### src/verilog/lsf_pkg.sv
// Purpose: shared constants for the out-of-limit status flag block
// Assumes: register indices are word indices, byte address is four times the index
// Notes: limit defaults are 8-bit codes, temperatures in twos complement
package lsf_pkg;

  // ===========================================================
  // channel layout
  localparam int LSF_NCH = 6;
  localparam int LSF_CH_INT = 0;
  localparam int LSF_CH_EXT = 1;
  localparam int LSF_CH_ANALOG2 = 2;
  localparam int LSF_CH_ANALOG3 = 3;
  localparam int LSF_CH_ANALOG4 = 4;
  localparam int LSF_CH_VDD = 5;

  // ===========================================================
  // bus and register indices
  localparam int LSF_AW = 10;
  localparam int LSF_DW = 32;
  localparam int LSF_RW = 8;
  localparam logic [7:0] LSF_IDX_STAT1 = 8'h00;
  localparam logic [7:0] LSF_IDX_STAT2 = 8'h01;
  localparam logic [7:0] LSF_IDX_CFG1 = 8'h18;
  localparam logic [7:0] LSF_IDX_MASK1 = 8'h1D;
  localparam logic [7:0] LSF_IDX_MASK2 = 8'h1E;
  localparam logic [7:0] LSF_IDX_SWRST = 8'h31;
  localparam logic [7:0] LSF_HI_IDX [LSF_NCH] = '{8'h25, 8'h27, 8'h2B, 8'h2D, 8'h2F, 8'h23};
  localparam logic [7:0] LSF_LO_IDX [LSF_NCH] = '{8'h26, 8'h28, 8'h2C, 8'h2E, 8'h30, 8'h24};

  // ===========================================================
  // reset values
  localparam logic [7:0] LSF_HI_RST [LSF_NCH] = '{8'h64, 8'hFF, 8'hFF, 8'hFF, 8'hFF, 8'hC7};
  localparam logic [7:0] LSF_LO_RST [LSF_NCH] = '{8'hC9, 8'h00, 8'h00, 8'h00, 8'h00, 8'h62};
  localparam logic [7:0] LSF_REG_RST = 8'h00;

  // ===========================================================
  // field positions
  localparam int LSF_ST1_INT_HI = 0;
  localparam int LSF_ST1_INT_LO = 1;
  localparam int LSF_ST1_EXT_HI = 2;
  localparam int LSF_ST1_EXT_LO = 3;
  localparam int LSF_ST1_FAULT = 4;
  localparam int LSF_ST1_ANALOG2 = 5;
  localparam int LSF_ST1_ANALOG3 = 6;
  localparam int LSF_ST1_ANALOG4 = 7;
  localparam int LSF_ST2_VDD = 4;
  localparam logic [7:0] LSF_ST2_USED = 8'h10;
  localparam int LSF_CFG_SEL_LSB = 1;
  localparam int LSF_CFG_SEL_MSB = 2;
  localparam logic [1:0] LSF_SEL_EXT = 2'h1;
  localparam int LSF_SWRST_BIT = 0;

endpackage

### src/verilog/lsf_limit_status_flags.sv
// Purpose: sticky out-of-limit flags with read-clear, soft reset and interrupt
// Assumes: each result arrives with a one-cycle valid pulse, standard APB master
// Notes: APB answers with zero wait states, read data is captured in setup
`timescale 1ns/10ps
`default_nettype none
// Notes on behaviour
// - internal temp above upper limit sets D0
// - internal temp at or below lower sets D1
// - external mode: external above upper sets D2
// - analog mode: input one outside window sets D2
// - external temp at or below lower sets D3
// - external sensor fault sets D4
// - analog two to four outside window set D5-D7
// - supply outside window sets second register D4
// - read clears only flags whose condition ended
// - software reset clears both status registers
// - supply flag is zero after reset
// - supply flag can drive the interrupt output
// - first status register readable at offset zero
// - select field chooses external or analog one
module lsf_limit_status_flags
  import lsf_pkg::*;
(
  input wire logic pclk,
  input wire logic presetn,
  input wire logic psel,
  input wire logic penable,
  input wire logic pwrite,
  input wire logic [LSF_AW-1:0] paddr,
  input wire logic [LSF_DW-1:0] pwdata,
  output logic pready,
  output logic [LSF_DW-1:0] prdata,
  output logic pslverr,
  input wire logic [LSF_RW-1:0] int_temp_result,
  input wire logic int_temp_valid,
  input wire logic [LSF_RW-1:0] ext_result,
  input wire logic ext_valid,
  input wire logic [LSF_RW-1:0] analog_input_two,
  input wire logic analog_two_valid,
  input wire logic [LSF_RW-1:0] analog_input_three,
  input wire logic analog_three_valid,
  input wire logic [LSF_RW-1:0] analog_input_four,
  input wire logic analog_four_valid,
  input wire logic [LSF_RW-1:0] vdd_result,
  input wire logic vdd_valid,
  input wire logic sensor_fault,
  output logic irq
);

  // ===========================================================
  // declarations
  logic [LSF_RW-1:0] res [LSF_NCH];
  logic [LSF_RW-1:0] hi_r [LSF_NCH];
  logic [LSF_RW-1:0] lo_r [LSF_NCH];
  logic [LSF_NCH-1:0] vld;
  logic [LSF_NCH-1:0] sgn;
  logic [LSF_NCH-1:0] above;
  logic [LSF_NCH-1:0] below;
  logic [LSF_NCH-1:0] hi_hit;
  logic [LSF_NCH-1:0] lo_hit;
  logic [7:0] idx;
  logic aligned;
  logic mapped;
  logic [LSF_RW-1:0] rd_val;
  logic setup_ph;
  logic access_ph;
  logic wr_en;
  logic rd_stat1;
  logic rd_stat2;
  logic soft_rst;
  logic ext_mode;
  logic [LSF_RW-1:0] cfg1_r;
  logic [LSF_RW-1:0] mask1_r;
  logic [LSF_RW-1:0] mask2_r;
  logic [LSF_RW-1:0] cond1_r;
  logic [LSF_RW-1:0] cond1_nxt;
  logic [LSF_RW-1:0] cond2_r;
  logic [LSF_RW-1:0] cond2_nxt;
  logic [LSF_RW-1:0] temp_input_limit_status_r;
  logic [LSF_RW-1:0] temp_input_limit_status_nxt;
  logic [LSF_RW-1:0] supply_limit_status_r;
  logic [LSF_RW-1:0] supply_limit_status_nxt;
  logic [LSF_RW-1:0] f1;
  logic [LSF_RW-1:0] v1;
  logic [LSF_RW-1:0] f2;
  logic [LSF_RW-1:0] v2;
  logic [LSF_RW-1:0] clr1;
  logic [LSF_RW-1:0] clr2;
  logic [LSF_DW-1:0] prdata_r;

  // ===========================================================
  // channel gathering and comparison
  assign res[LSF_CH_INT] = int_temp_result;
  assign res[LSF_CH_EXT] = ext_result;
  assign res[LSF_CH_ANALOG2] = analog_input_two;
  assign res[LSF_CH_ANALOG3] = analog_input_three;
  assign res[LSF_CH_ANALOG4] = analog_input_four;
  assign res[LSF_CH_VDD] = vdd_result;
  assign vld = {vdd_valid, analog_four_valid, analog_three_valid, analog_two_valid,
                ext_valid, int_temp_valid};
  // the shared channel is a twos complement temperature only in external mode
  assign ext_mode = cfg1_r[LSF_CFG_SEL_MSB:LSF_CFG_SEL_LSB] == LSF_SEL_EXT;
  assign sgn = {4'h0, ext_mode, 1'b1};

  genvar gch;
  generate
    for (gch = 0; gch < LSF_NCH; gch++) begin : g_ch
      lsf_window_cmp u_cmp (
        .value(res[gch]),
        .upper(hi_r[gch]),
        .lower(lo_r[gch]),
        .is_signed(sgn[gch]),
        .above(above[gch]),
        .below(below[gch])
      );

      always_ff @(posedge pclk or negedge presetn) begin
        if (!presetn) begin
          hi_r[gch] <= LSF_HI_RST[gch];
          lo_r[gch] <= LSF_LO_RST[gch];
        end else if (wr_en) begin
          if (hi_hit[gch]) begin
            hi_r[gch] <= pwdata[LSF_RW-1:0];
          end
          if (lo_hit[gch]) begin
            lo_r[gch] <= pwdata[LSF_RW-1:0];
          end
        end
      end
    end
  endgenerate

  // ===========================================================
  // address decode
  assign idx = paddr[LSF_AW-1:2];
  assign aligned = paddr[1:0] == 2'h0;

  always_comb begin
    mapped = 1'b0;
    rd_val = LSF_REG_RST;
    hi_hit = '0;
    lo_hit = '0;
    if (!aligned) begin
      mapped = 1'b0;
    end else if (idx == LSF_IDX_STAT1) begin
      mapped = 1'b1;
      rd_val = temp_input_limit_status_r;
    end else if (idx == LSF_IDX_STAT2) begin
      mapped = 1'b1;
      rd_val = supply_limit_status_r;
    end else if (idx == LSF_IDX_CFG1) begin
      mapped = 1'b1;
      rd_val = cfg1_r;
    end else if (idx == LSF_IDX_MASK1) begin
      mapped = 1'b1;
      rd_val = mask1_r;
    end else if (idx == LSF_IDX_MASK2) begin
      mapped = 1'b1;
      rd_val = mask2_r;
    end else if (idx == LSF_IDX_SWRST) begin
      mapped = 1'b1;
    end else begin
      for (int ch = 0; ch < LSF_NCH; ch++) begin
        if (idx == LSF_HI_IDX[ch]) begin
          mapped = 1'b1;
          hi_hit[ch] = 1'b1;
          rd_val = hi_r[ch];
        end else if (idx == LSF_LO_IDX[ch]) begin
          mapped = 1'b1;
          lo_hit[ch] = 1'b1;
          rd_val = lo_r[ch];
        end
      end
    end
  end

  // ===========================================================
  // APB slave
  assign setup_ph = psel && !penable;
  assign access_ph = psel && penable;
  assign wr_en = access_ph && pwrite && mapped;
  assign rd_stat1 = access_ph && !pwrite && aligned && idx == LSF_IDX_STAT1;
  assign rd_stat2 = access_ph && !pwrite && aligned && idx == LSF_IDX_STAT2;
  assign soft_rst = wr_en && idx == LSF_IDX_SWRST && pwdata[LSF_SWRST_BIT];
  assign pready = 1'b1;
  assign pslverr = access_ph && !mapped;
  assign prdata = prdata_r;

  // read data is frozen in setup so the clear below knows what software saw
  always_ff @(posedge pclk or negedge presetn) begin
    if (!presetn) begin
      prdata_r <= '0;
    end else if (setup_ph && !pwrite) begin
      prdata_r <= mapped ? {24'h000000, rd_val} : '0;
    end
  end

  always_ff @(posedge pclk or negedge presetn) begin
    if (!presetn) begin
      cfg1_r <= LSF_REG_RST;
      mask1_r <= LSF_REG_RST;
      mask2_r <= LSF_REG_RST;
    end else if (wr_en) begin
      if (idx == LSF_IDX_CFG1) begin
        cfg1_r <= pwdata[LSF_RW-1:0];
      end
      if (idx == LSF_IDX_MASK1) begin
        mask1_r <= pwdata[LSF_RW-1:0];
      end
      if (idx == LSF_IDX_MASK2) begin
        mask2_r <= pwdata[LSF_RW-1:0];
      end
    end
  end

  // ===========================================================
  // out-of-limit conditions and events
  always_comb begin
    f1 = '0;
    v1 = '0;
    f2 = '0;
    v2 = '0;
    f1[LSF_ST1_INT_HI] = above[LSF_CH_INT];
    f1[LSF_ST1_INT_LO] = below[LSF_CH_INT];
    v1[LSF_ST1_INT_HI] = vld[LSF_CH_INT];
    v1[LSF_ST1_INT_LO] = vld[LSF_CH_INT];
    if (ext_mode) begin
      f1[LSF_ST1_EXT_HI] = above[LSF_CH_EXT];
    end else begin
      f1[LSF_ST1_EXT_HI] = above[LSF_CH_EXT] || below[LSF_CH_EXT];
    end
    f1[LSF_ST1_EXT_LO] = ext_mode && below[LSF_CH_EXT];
    v1[LSF_ST1_EXT_HI] = vld[LSF_CH_EXT];
    v1[LSF_ST1_EXT_LO] = vld[LSF_CH_EXT];
    // fault is a live level, so it is both condition and event every cycle
    f1[LSF_ST1_FAULT] = sensor_fault;
    v1[LSF_ST1_FAULT] = 1'b1;
    f1[LSF_ST1_ANALOG2] = above[LSF_CH_ANALOG2] || below[LSF_CH_ANALOG2];
    f1[LSF_ST1_ANALOG3] = above[LSF_CH_ANALOG3] || below[LSF_CH_ANALOG3];
    f1[LSF_ST1_ANALOG4] = above[LSF_CH_ANALOG4] || below[LSF_CH_ANALOG4];
    v1[LSF_ST1_ANALOG2] = vld[LSF_CH_ANALOG2];
    v1[LSF_ST1_ANALOG3] = vld[LSF_CH_ANALOG3];
    v1[LSF_ST1_ANALOG4] = vld[LSF_CH_ANALOG4];
    f2[LSF_ST2_VDD] = above[LSF_CH_VDD] || below[LSF_CH_VDD];
    v2[LSF_ST2_VDD] = vld[LSF_CH_VDD];
  end

  assign cond1_nxt = (v1 & f1) | (~v1 & cond1_r);
  assign cond2_nxt = ((v2 & f2) | (~v2 & cond2_r)) & LSF_ST2_USED;

  always_ff @(posedge pclk or negedge presetn) begin
    if (!presetn) begin
      cond1_r <= LSF_REG_RST;
      cond2_r <= LSF_REG_RST;
    end else if (soft_rst) begin
      cond1_r <= LSF_REG_RST;
      cond2_r <= LSF_REG_RST;
    end else begin
      cond1_r <= cond1_nxt;
      cond2_r <= cond2_nxt;
    end
  end

  // ===========================================================
  // sticky status, read clear, software reset
  // only bits that were reported and whose condition has gone may clear
  assign clr1 = rd_stat1 ? (prdata_r[LSF_RW-1:0] & ~cond1_r) : '0;
  assign clr2 = rd_stat2 ? (prdata_r[LSF_RW-1:0] & ~cond2_r) : '0;
  // a new event wins over a read clear in the same cycle
  assign temp_input_limit_status_nxt = (temp_input_limit_status_r & ~clr1) | (v1 & f1);
  assign supply_limit_status_nxt = ((supply_limit_status_r & ~clr2) | (v2 & f2)) & LSF_ST2_USED;

  always_ff @(posedge pclk or negedge presetn) begin
    if (!presetn) begin
      temp_input_limit_status_r <= LSF_REG_RST;
      supply_limit_status_r <= LSF_REG_RST;
    end else if (soft_rst) begin
      temp_input_limit_status_r <= LSF_REG_RST;
      supply_limit_status_r <= LSF_REG_RST;
    end else begin
      temp_input_limit_status_r <= temp_input_limit_status_nxt;
      supply_limit_status_r <= supply_limit_status_nxt;
    end
  end

  // ===========================================================
  // interrupt: a set mask bit blocks its flag
  assign irq = |(temp_input_limit_status_r & ~mask1_r) ||
               |(supply_limit_status_r & ~mask2_r);
endmodule
`default_nettype wire

### src/verilog/lsf_window_cmp.sv
// Purpose: upper/lower limit comparison for one channel
// Assumes: value and limits share one 8-bit code
// Notes: above is strictly greater, below includes equality
`timescale 1ns/10ps
`default_nettype none
module lsf_window_cmp
  import lsf_pkg::*;
(
  input wire logic [LSF_RW-1:0] value,
  input wire logic [LSF_RW-1:0] upper,
  input wire logic [LSF_RW-1:0] lower,
  input wire logic is_signed,
  output logic above,
  output logic below
);

  // ===========================================================
  // compare
  always_comb begin
    if (is_signed) begin
      above = $signed(value) > $signed(upper);
      below = $signed(value) <= $signed(lower);
    end else begin
      above = value > upper;
      below = value <= lower;
    end
  end

endmodule
`default_nettype wire
### config.mk
export PLATFORM = sky130hd
export DESIGN_NAME = lsf_limit_status_flags
export DESIGN_NICKNAME = d
export VERILOG_FILES = /design/src/verilog/lsf_pkg.sv /design/src/verilog/lsf_limit_status_flags.sv /design/src/verilog/lsf_window_cmp.sv
export SDC_FILE = /design/constraint.sdc
export NUM_CORES = 1
export LEC_CHECK = 0
export ABC_AREA = 1
export BUFFER_PORTS_ARGS = -buffer_cell sky130_fd_sc_hd__buf_2
export CAP_MARGIN = 20
export CORE_ASPECT_RATIO = 1.75
export CORE_MARGIN = 3
export CORE_UTILIZATION = 48
export DETAILED_ROUTE_END_ITERATION = 6
export MAX_ROUTING_LAYER = met4
export PLACE_DENSITY = 0.71
export RECOVER_POWER = 25
export SLEW_MARGIN = 20
export SYNTH_ARGS = -nofsm -noshare
export SYNTH_HDL_FRONTEND = slang
export SYNTH_SLANG_ARGS = --single-unit
### constraint.sdc
create_clock -name pclk -period 3.14 [get_ports pclk]
set_clock_uncertainty 0.05 [all_clocks]
set_input_delay 0.942 -clock pclk [delete_from_list [all_inputs] [get_ports pclk]]
set_output_delay 0.942 -clock pclk [all_outputs]
set_load 0.1 [all_outputs]
After elaboration in Yosys (flattened, before gate mapping)
Index checks and enable logic that the tools add are counted.

Bits in registers: 154. Input port bits: 102. Output and inout bits: 35. Logic and storage cells: 194.

Order comparisons: 14. Equality and inequality tests: 18. Mux-type cells: 79. Bitwise logic cells: 22. Reduce and logical (&&, ||, !) cells: 41.

Operators with widths (count): two-way mux 8 bit (23); == test 8 x 6 -> 1 bit, second input constant (13); two-way mux 6 bit (14); greater-than comparator 8 bit (7); less-or-equal comparator 8 bit (7); AND 8 bit (5); NOT 8 bit (5); two-way mux 1 bit (39); AND reduction 2 bit (15); == test 8 x 5 -> 1 bit, second input constant (3); AND 5 bit (4); bitwise OR 8 bit (2); OR reduction 8 bit (2); two-way mux 5 bit (3); NOT 5 bit (3); logical AND 1 bit (13); bitwise OR 5 bit (2); AND 5 x 8 -> 8 bit (1); == test 8 x 1 -> 1 bit, second input constant (1); zero test 8 bit (1); logical OR 1 bit (6); zero test 1 bit (3); == test 2 x 1 -> 1 bit, second input constant (1); zero test 2 bit (1).

Depth between registers and ports, before layout
Depth after elaboration: 24. Depth in mapped cells: 19.

By module
From an unflattened synthesis, not the netlist that was laid out.

Cell total of the unflattened synthesis: 1458. Area, all modules: 10282.4 sq um.

By module, submodules not included: lsf_limit_status_flags (times used 1, cells an instance 984, area an instance 7489.7 sq um); lsf_window_cmp (times used 6, cells an instance 79, area an instance 465.4 sq um).

Worst setup path before layout
No wires, ideal clock.

Path type: input to output. From: input port paddr[7]. To: output port pslverr. Arrival time: 3.338 ns. Slack: -1.190 ns. Cell stages on the path: 13. Cells stage by stage: inv_2 nor2_4 nand2_2 nor2_4 buf_6 inv_2 nor2_4 a221oi_2 nand3_2 nand2_2 inv_4 buf_12 nor2_1.

Cells in the longest elaborated chain, start to end: 22. Elaborated cells between the ends (all ways): 39.

RTL lines: start: declaration (line lsf_limit_status_flags.sv:29) `input wire logic [LSF_AW-1:0] paddr,`; == test 8 x 6 -> 1 bit (line lsf_limit_status_flags.sv:168) `end else if (idx == LSF_LO_IDX[ch]) begin`; two-way mux 1 bit (line lsf_limit_status_flags.sv:168); two-way mux 1 bit (line lsf_limit_status_flags.sv:164) `if (idx == LSF_HI_IDX[ch]) begin`; two-way mux 1 bit (line lsf_limit_status_flags.sv:168); two-way mux 1 bit (line lsf_limit_status_flags.sv:164); two-way mux 1 bit (line lsf_limit_status_flags.sv:168); two-way mux 1 bit (line lsf_limit_status_flags.sv:164); two-way mux 1 bit (line lsf_limit_status_flags.sv:168); [6 not listed]; two-way mux 1 bit (line lsf_limit_status_flags.sv:157) `end else if (idx == LSF_IDX_MASK2) begin`; two-way mux 1 bit (line lsf_limit_status_flags.sv:154) `end else if (idx == LSF_IDX_MASK1) begin`; two-way mux 1 bit (line lsf_limit_status_flags.sv:151) `end else if (idx == LSF_IDX_CFG1) begin`; two-way mux 1 bit (line lsf_limit_status_flags.sv:148) `end else if (idx == LSF_IDX_STAT2) begin`; two-way mux 1 bit * (line lsf_limit_status_flags.sv:145) `end else if (idx == LSF_IDX_STAT1) begin`; two-way mux 1 bit * (line lsf_limit_status_flags.sv:143) `if (!aligned) begin`; zero test 1 bit * (line lsf_limit_status_flags.sv:186) `assign pslverr = access_ph && !mapped;`; logical AND 1 bit * (line lsf_limit_status_flags.sv:186); end: declaration (line lsf_limit_status_flags.sv:33) `output logic pslverr,`.

Mark *: on every way between the ends. The rest lies on a longest branch, timed or not.

Final worst setup path
From: input port paddr[9]. To: output port pslverr.

The elaborated chain is that of the path after synthesis.

==> flow_summary.toml <==
[run_status]
outcome = "complete, but fails checks"
violations = "capacitance limit, slew limit, setup timing"

[clock_tree]
htreeDepth = 4
worstSkewPairLatency_ns = 0.42
cts_tree = "done"
cts_sinks = 146
clk_pin_slew_ns = 0.06
cts_buffer_depth = 2
root_buffer = "clkbuf_16"
cts_buffers = 17
hold_buffers = 0

[worst_setup_path]
crit-reg2reg-launch = "hi_r[27]"
crit_required_ns = 2.15
cp.buffers_inverters = 5
crit_fanout = 3
crit_path_end_kind = "primary output"
critPathKind = "input port to primary output"
cp_top_family = "simple AND/OR/NAND/NOR gates"
cp-startpoint = "paddr[9]"
critPathArrivalTime_ns = 2.22
start_kind = "input port"
crit_path_max_incr_delay_ns = 0.29
crit_slowest_cell = "nor4_4"
worstPathCellList = "buf_6, inv_2, nand2_4, nor3_4, nand2_2, inv_2, nor4_4, nand3_2, nand2_2, inv_4, nor2_4, buf_12"

[global_routing]
grt_usage_pct = 26.05
gr-total-overflow = 0
grt_pass1_wl_microns = 44100
grt_pass1_vias = 8782
grt_max_degree = 65
antenna_found_initial = 0

[routing]
drc_errors = 0
drt-wirelength-per-cell_microns = 16.38
drt_iter0_markers = 519
vias = 8980
firstDrtPassIters = 5
drt-total-wl_microns = 27690
antenna_left = 0
vias_per_cell = 5.314

[timing]
slew_headroom_pct = -14.57
worst_pin_slew_ns = 1.719
hold_slack_ns = 0.4287
hold_viol = 0
min_period_ns = 3.208
setup_viol = 1
fin_crit_sh_pct = 102.2
clock.fmax_mhz = 311.8
maxSlewViolCount = 65
setup_ws_ns = -0.06758
rsz0062_at_grt = "yes"
fin_tns_setup_ns = -0.06758

[yosys]
async_flop_share_pct = 100.0
netlist_instances = 1285
ys.flop_type = "dfrtp_1"
synth_top_family_by_area = "simple AND/OR/NAND/NOR gates"
yosys.area_share.simple_pct = 23.36
yosysWarnings = 0
synth-adder-area-share_pct = 12.11
ys_seq_elements = 146
synth_compound_area_share_pct = 14.98
synth.mux.area_fraction_pct = 0
synth_common_cells = "nand2_1, inv_1, dfrtp_1"
synth.cell_area_sq_um = 9916
synth_top_area_share_pct = 24.98
synth_edf_count = 0
seq_area_frac_synth_pct = 37.44
synth_cell_type_count = 46
synth_most_common_cell = "nand2_1"
syn_area_per_cell_sq_um = 7.717
synth-xor-area-share_pct = 0
synth_area_leaders = "dfrtp_1, nand2_1, dfstp_2, ha_1, inv_1"
yosysTopAreaCell = "dfrtp_1"

[layout]
fill_cells = 1871
n_antenna_cell = 0
post-route-cell-area_sq_um = 11720
seq_area_sq_um = 3712
nNetsFinal = 1627
area_growth_pct = 18.23
final_cells = 1690
multi_input_area_sq_um = 5209
drive_gt1_share_pct = 22.40

[placed_design]
gp_congestion = 0.9295
port_buffers = 87
dp_hpwl_microns = 21180
dp.cells = 1652
placed_area_sq_um = 10990

[power]
vdd_drop_max_uv = 291.6
powerDensity_nw_per_um2 = 395.1
p_leak_nw = 5.514

[floorplanning]
io_pins = 137
fp-row-count = 69
fp.dieW_microns = 114.7
core-area_sq_um = 20290
die_area_sq_um = 22490
initial_core_util_pct = 48.87
fp.dieH_microns = 196.1

[flow_run]
maxCapViolations = 1

[hold_path]
min_path_type = "register to register"
hold_start = "hi_r[17]"
[cell type report]
class	count	area share, %
Multi-Input combinational cell	893	44.43
Sequential cell	146	31.67
Timing Repair Buffer	159	8.922
Inverter	212	6.990
Clock buffer	20	3.895
Tap cell	248	2.647
Clock inverter	12	1.451
[cells by family (layout without fill, tap and decap cells)]
family | after synthesis | count (layout)
AO/OA/AOI/OAI | 261 | 261
flip-flops | 146 | 146
adder cells (fa/ha/maj) | 96 | 96
buffers and inverters | 269 | 403
other | 2 | 25
AND/OR/NAND/NOR | 511 | 511
[worst min-delay path: stages, from the launching register on]
cell and delay, ns:
dfstp_2 0.37, nand2_1 0.05, o21ai_1 0.05
[stage by stage]
| stage | power, mW | setup slack [ns] | util [%] |
|---|---|---|---|
| final | 4.632 | -0.06758 | 57.79 |
| after global routing | 4.790 | -0.1431 | 57.79 |
| after CTS | 4.654 | -0.05880 | 57.92 |
| after detailed placement | 2.502 | -0.2184 | 54.15 |
| after global placement | 2.488 | -0.2187 | 54.15 |
| after floorplan | 2.304 | -0.3452 | - |
[timing repair]
item,in CTS,in global routing
endpoints found under the hold margin,0,0
setup endpoints to repair,1,1
resized for setup,27,1
pin swaps,13,0
buffers inserted,7,0
[flip-flops by register name, summed over array words and instances, names as in the netlist]
signal                     count
cfg1_r                         8
cond1_r                        8
cond2_r                        1
hi_r                          48
lo_r                          48
mask1_r                        8
mask2_r                        8
prdata                         8
supply_limit_status_r          1
temp_input_limit_status_r      8
[layer usage]
metal	routed length [microns]	vias up	global-route usage, %	share of wire (%)
met1	10100	4209	28.31	36
met4	1632	0	14.75	5.9
li1	-	4443	-	-
met2	14840	248	45.28	54
met5	0	-	-	0
met3	1115	80	2.963	4.0
[final timing paths]
kind	endpoint	slack [ns]	depth (start not counted)
worst min-delay path	hi_r[17]	0.43	2
worst min register to register	hi_r[17]	0.43	2
worst max-delay path	pslverr	-0.07	12
min in group asynchronous	lo_r[38]	0.91	1
max in group asynchronous	cfg1_r[1]	0.47	2
worst max register to register	cond1_r[5]	0.85	12
[where the power goes]
part           internal, mW  total (mW)  leakage [nW]  switching [mW]
combinational         0.167       0.581          3.41           0.414
clock                  1.31        2.15         0.304           0.838
sequential             1.90        1.90          1.80         0.00479
total                  3.37        4.63          5.51            1.26
[cells in the final DEF (no fill, tap or decap), drive strengths merged, types with 2 or more instances in the layout]
cell,n
inv,217
o311ai,3
dfstp,47
nand2,343
a21o,2
nor2,50
clkbuf,24
nor4,2
bufinv,3
o21bai,5
o21a,4
o211ai,5
clkinv,3
o31ai,3
nor3b,2
a21oi,52
o22ai,2
a221oi,9
buf,155
nor3,10
o21ai,168
nand3,68
nand4,24
o221ai,4
or2,10
conb,25
dfrtp,99
ha,96
nand3b,2
Note: power is estimated with default switching activity, not from simulation.
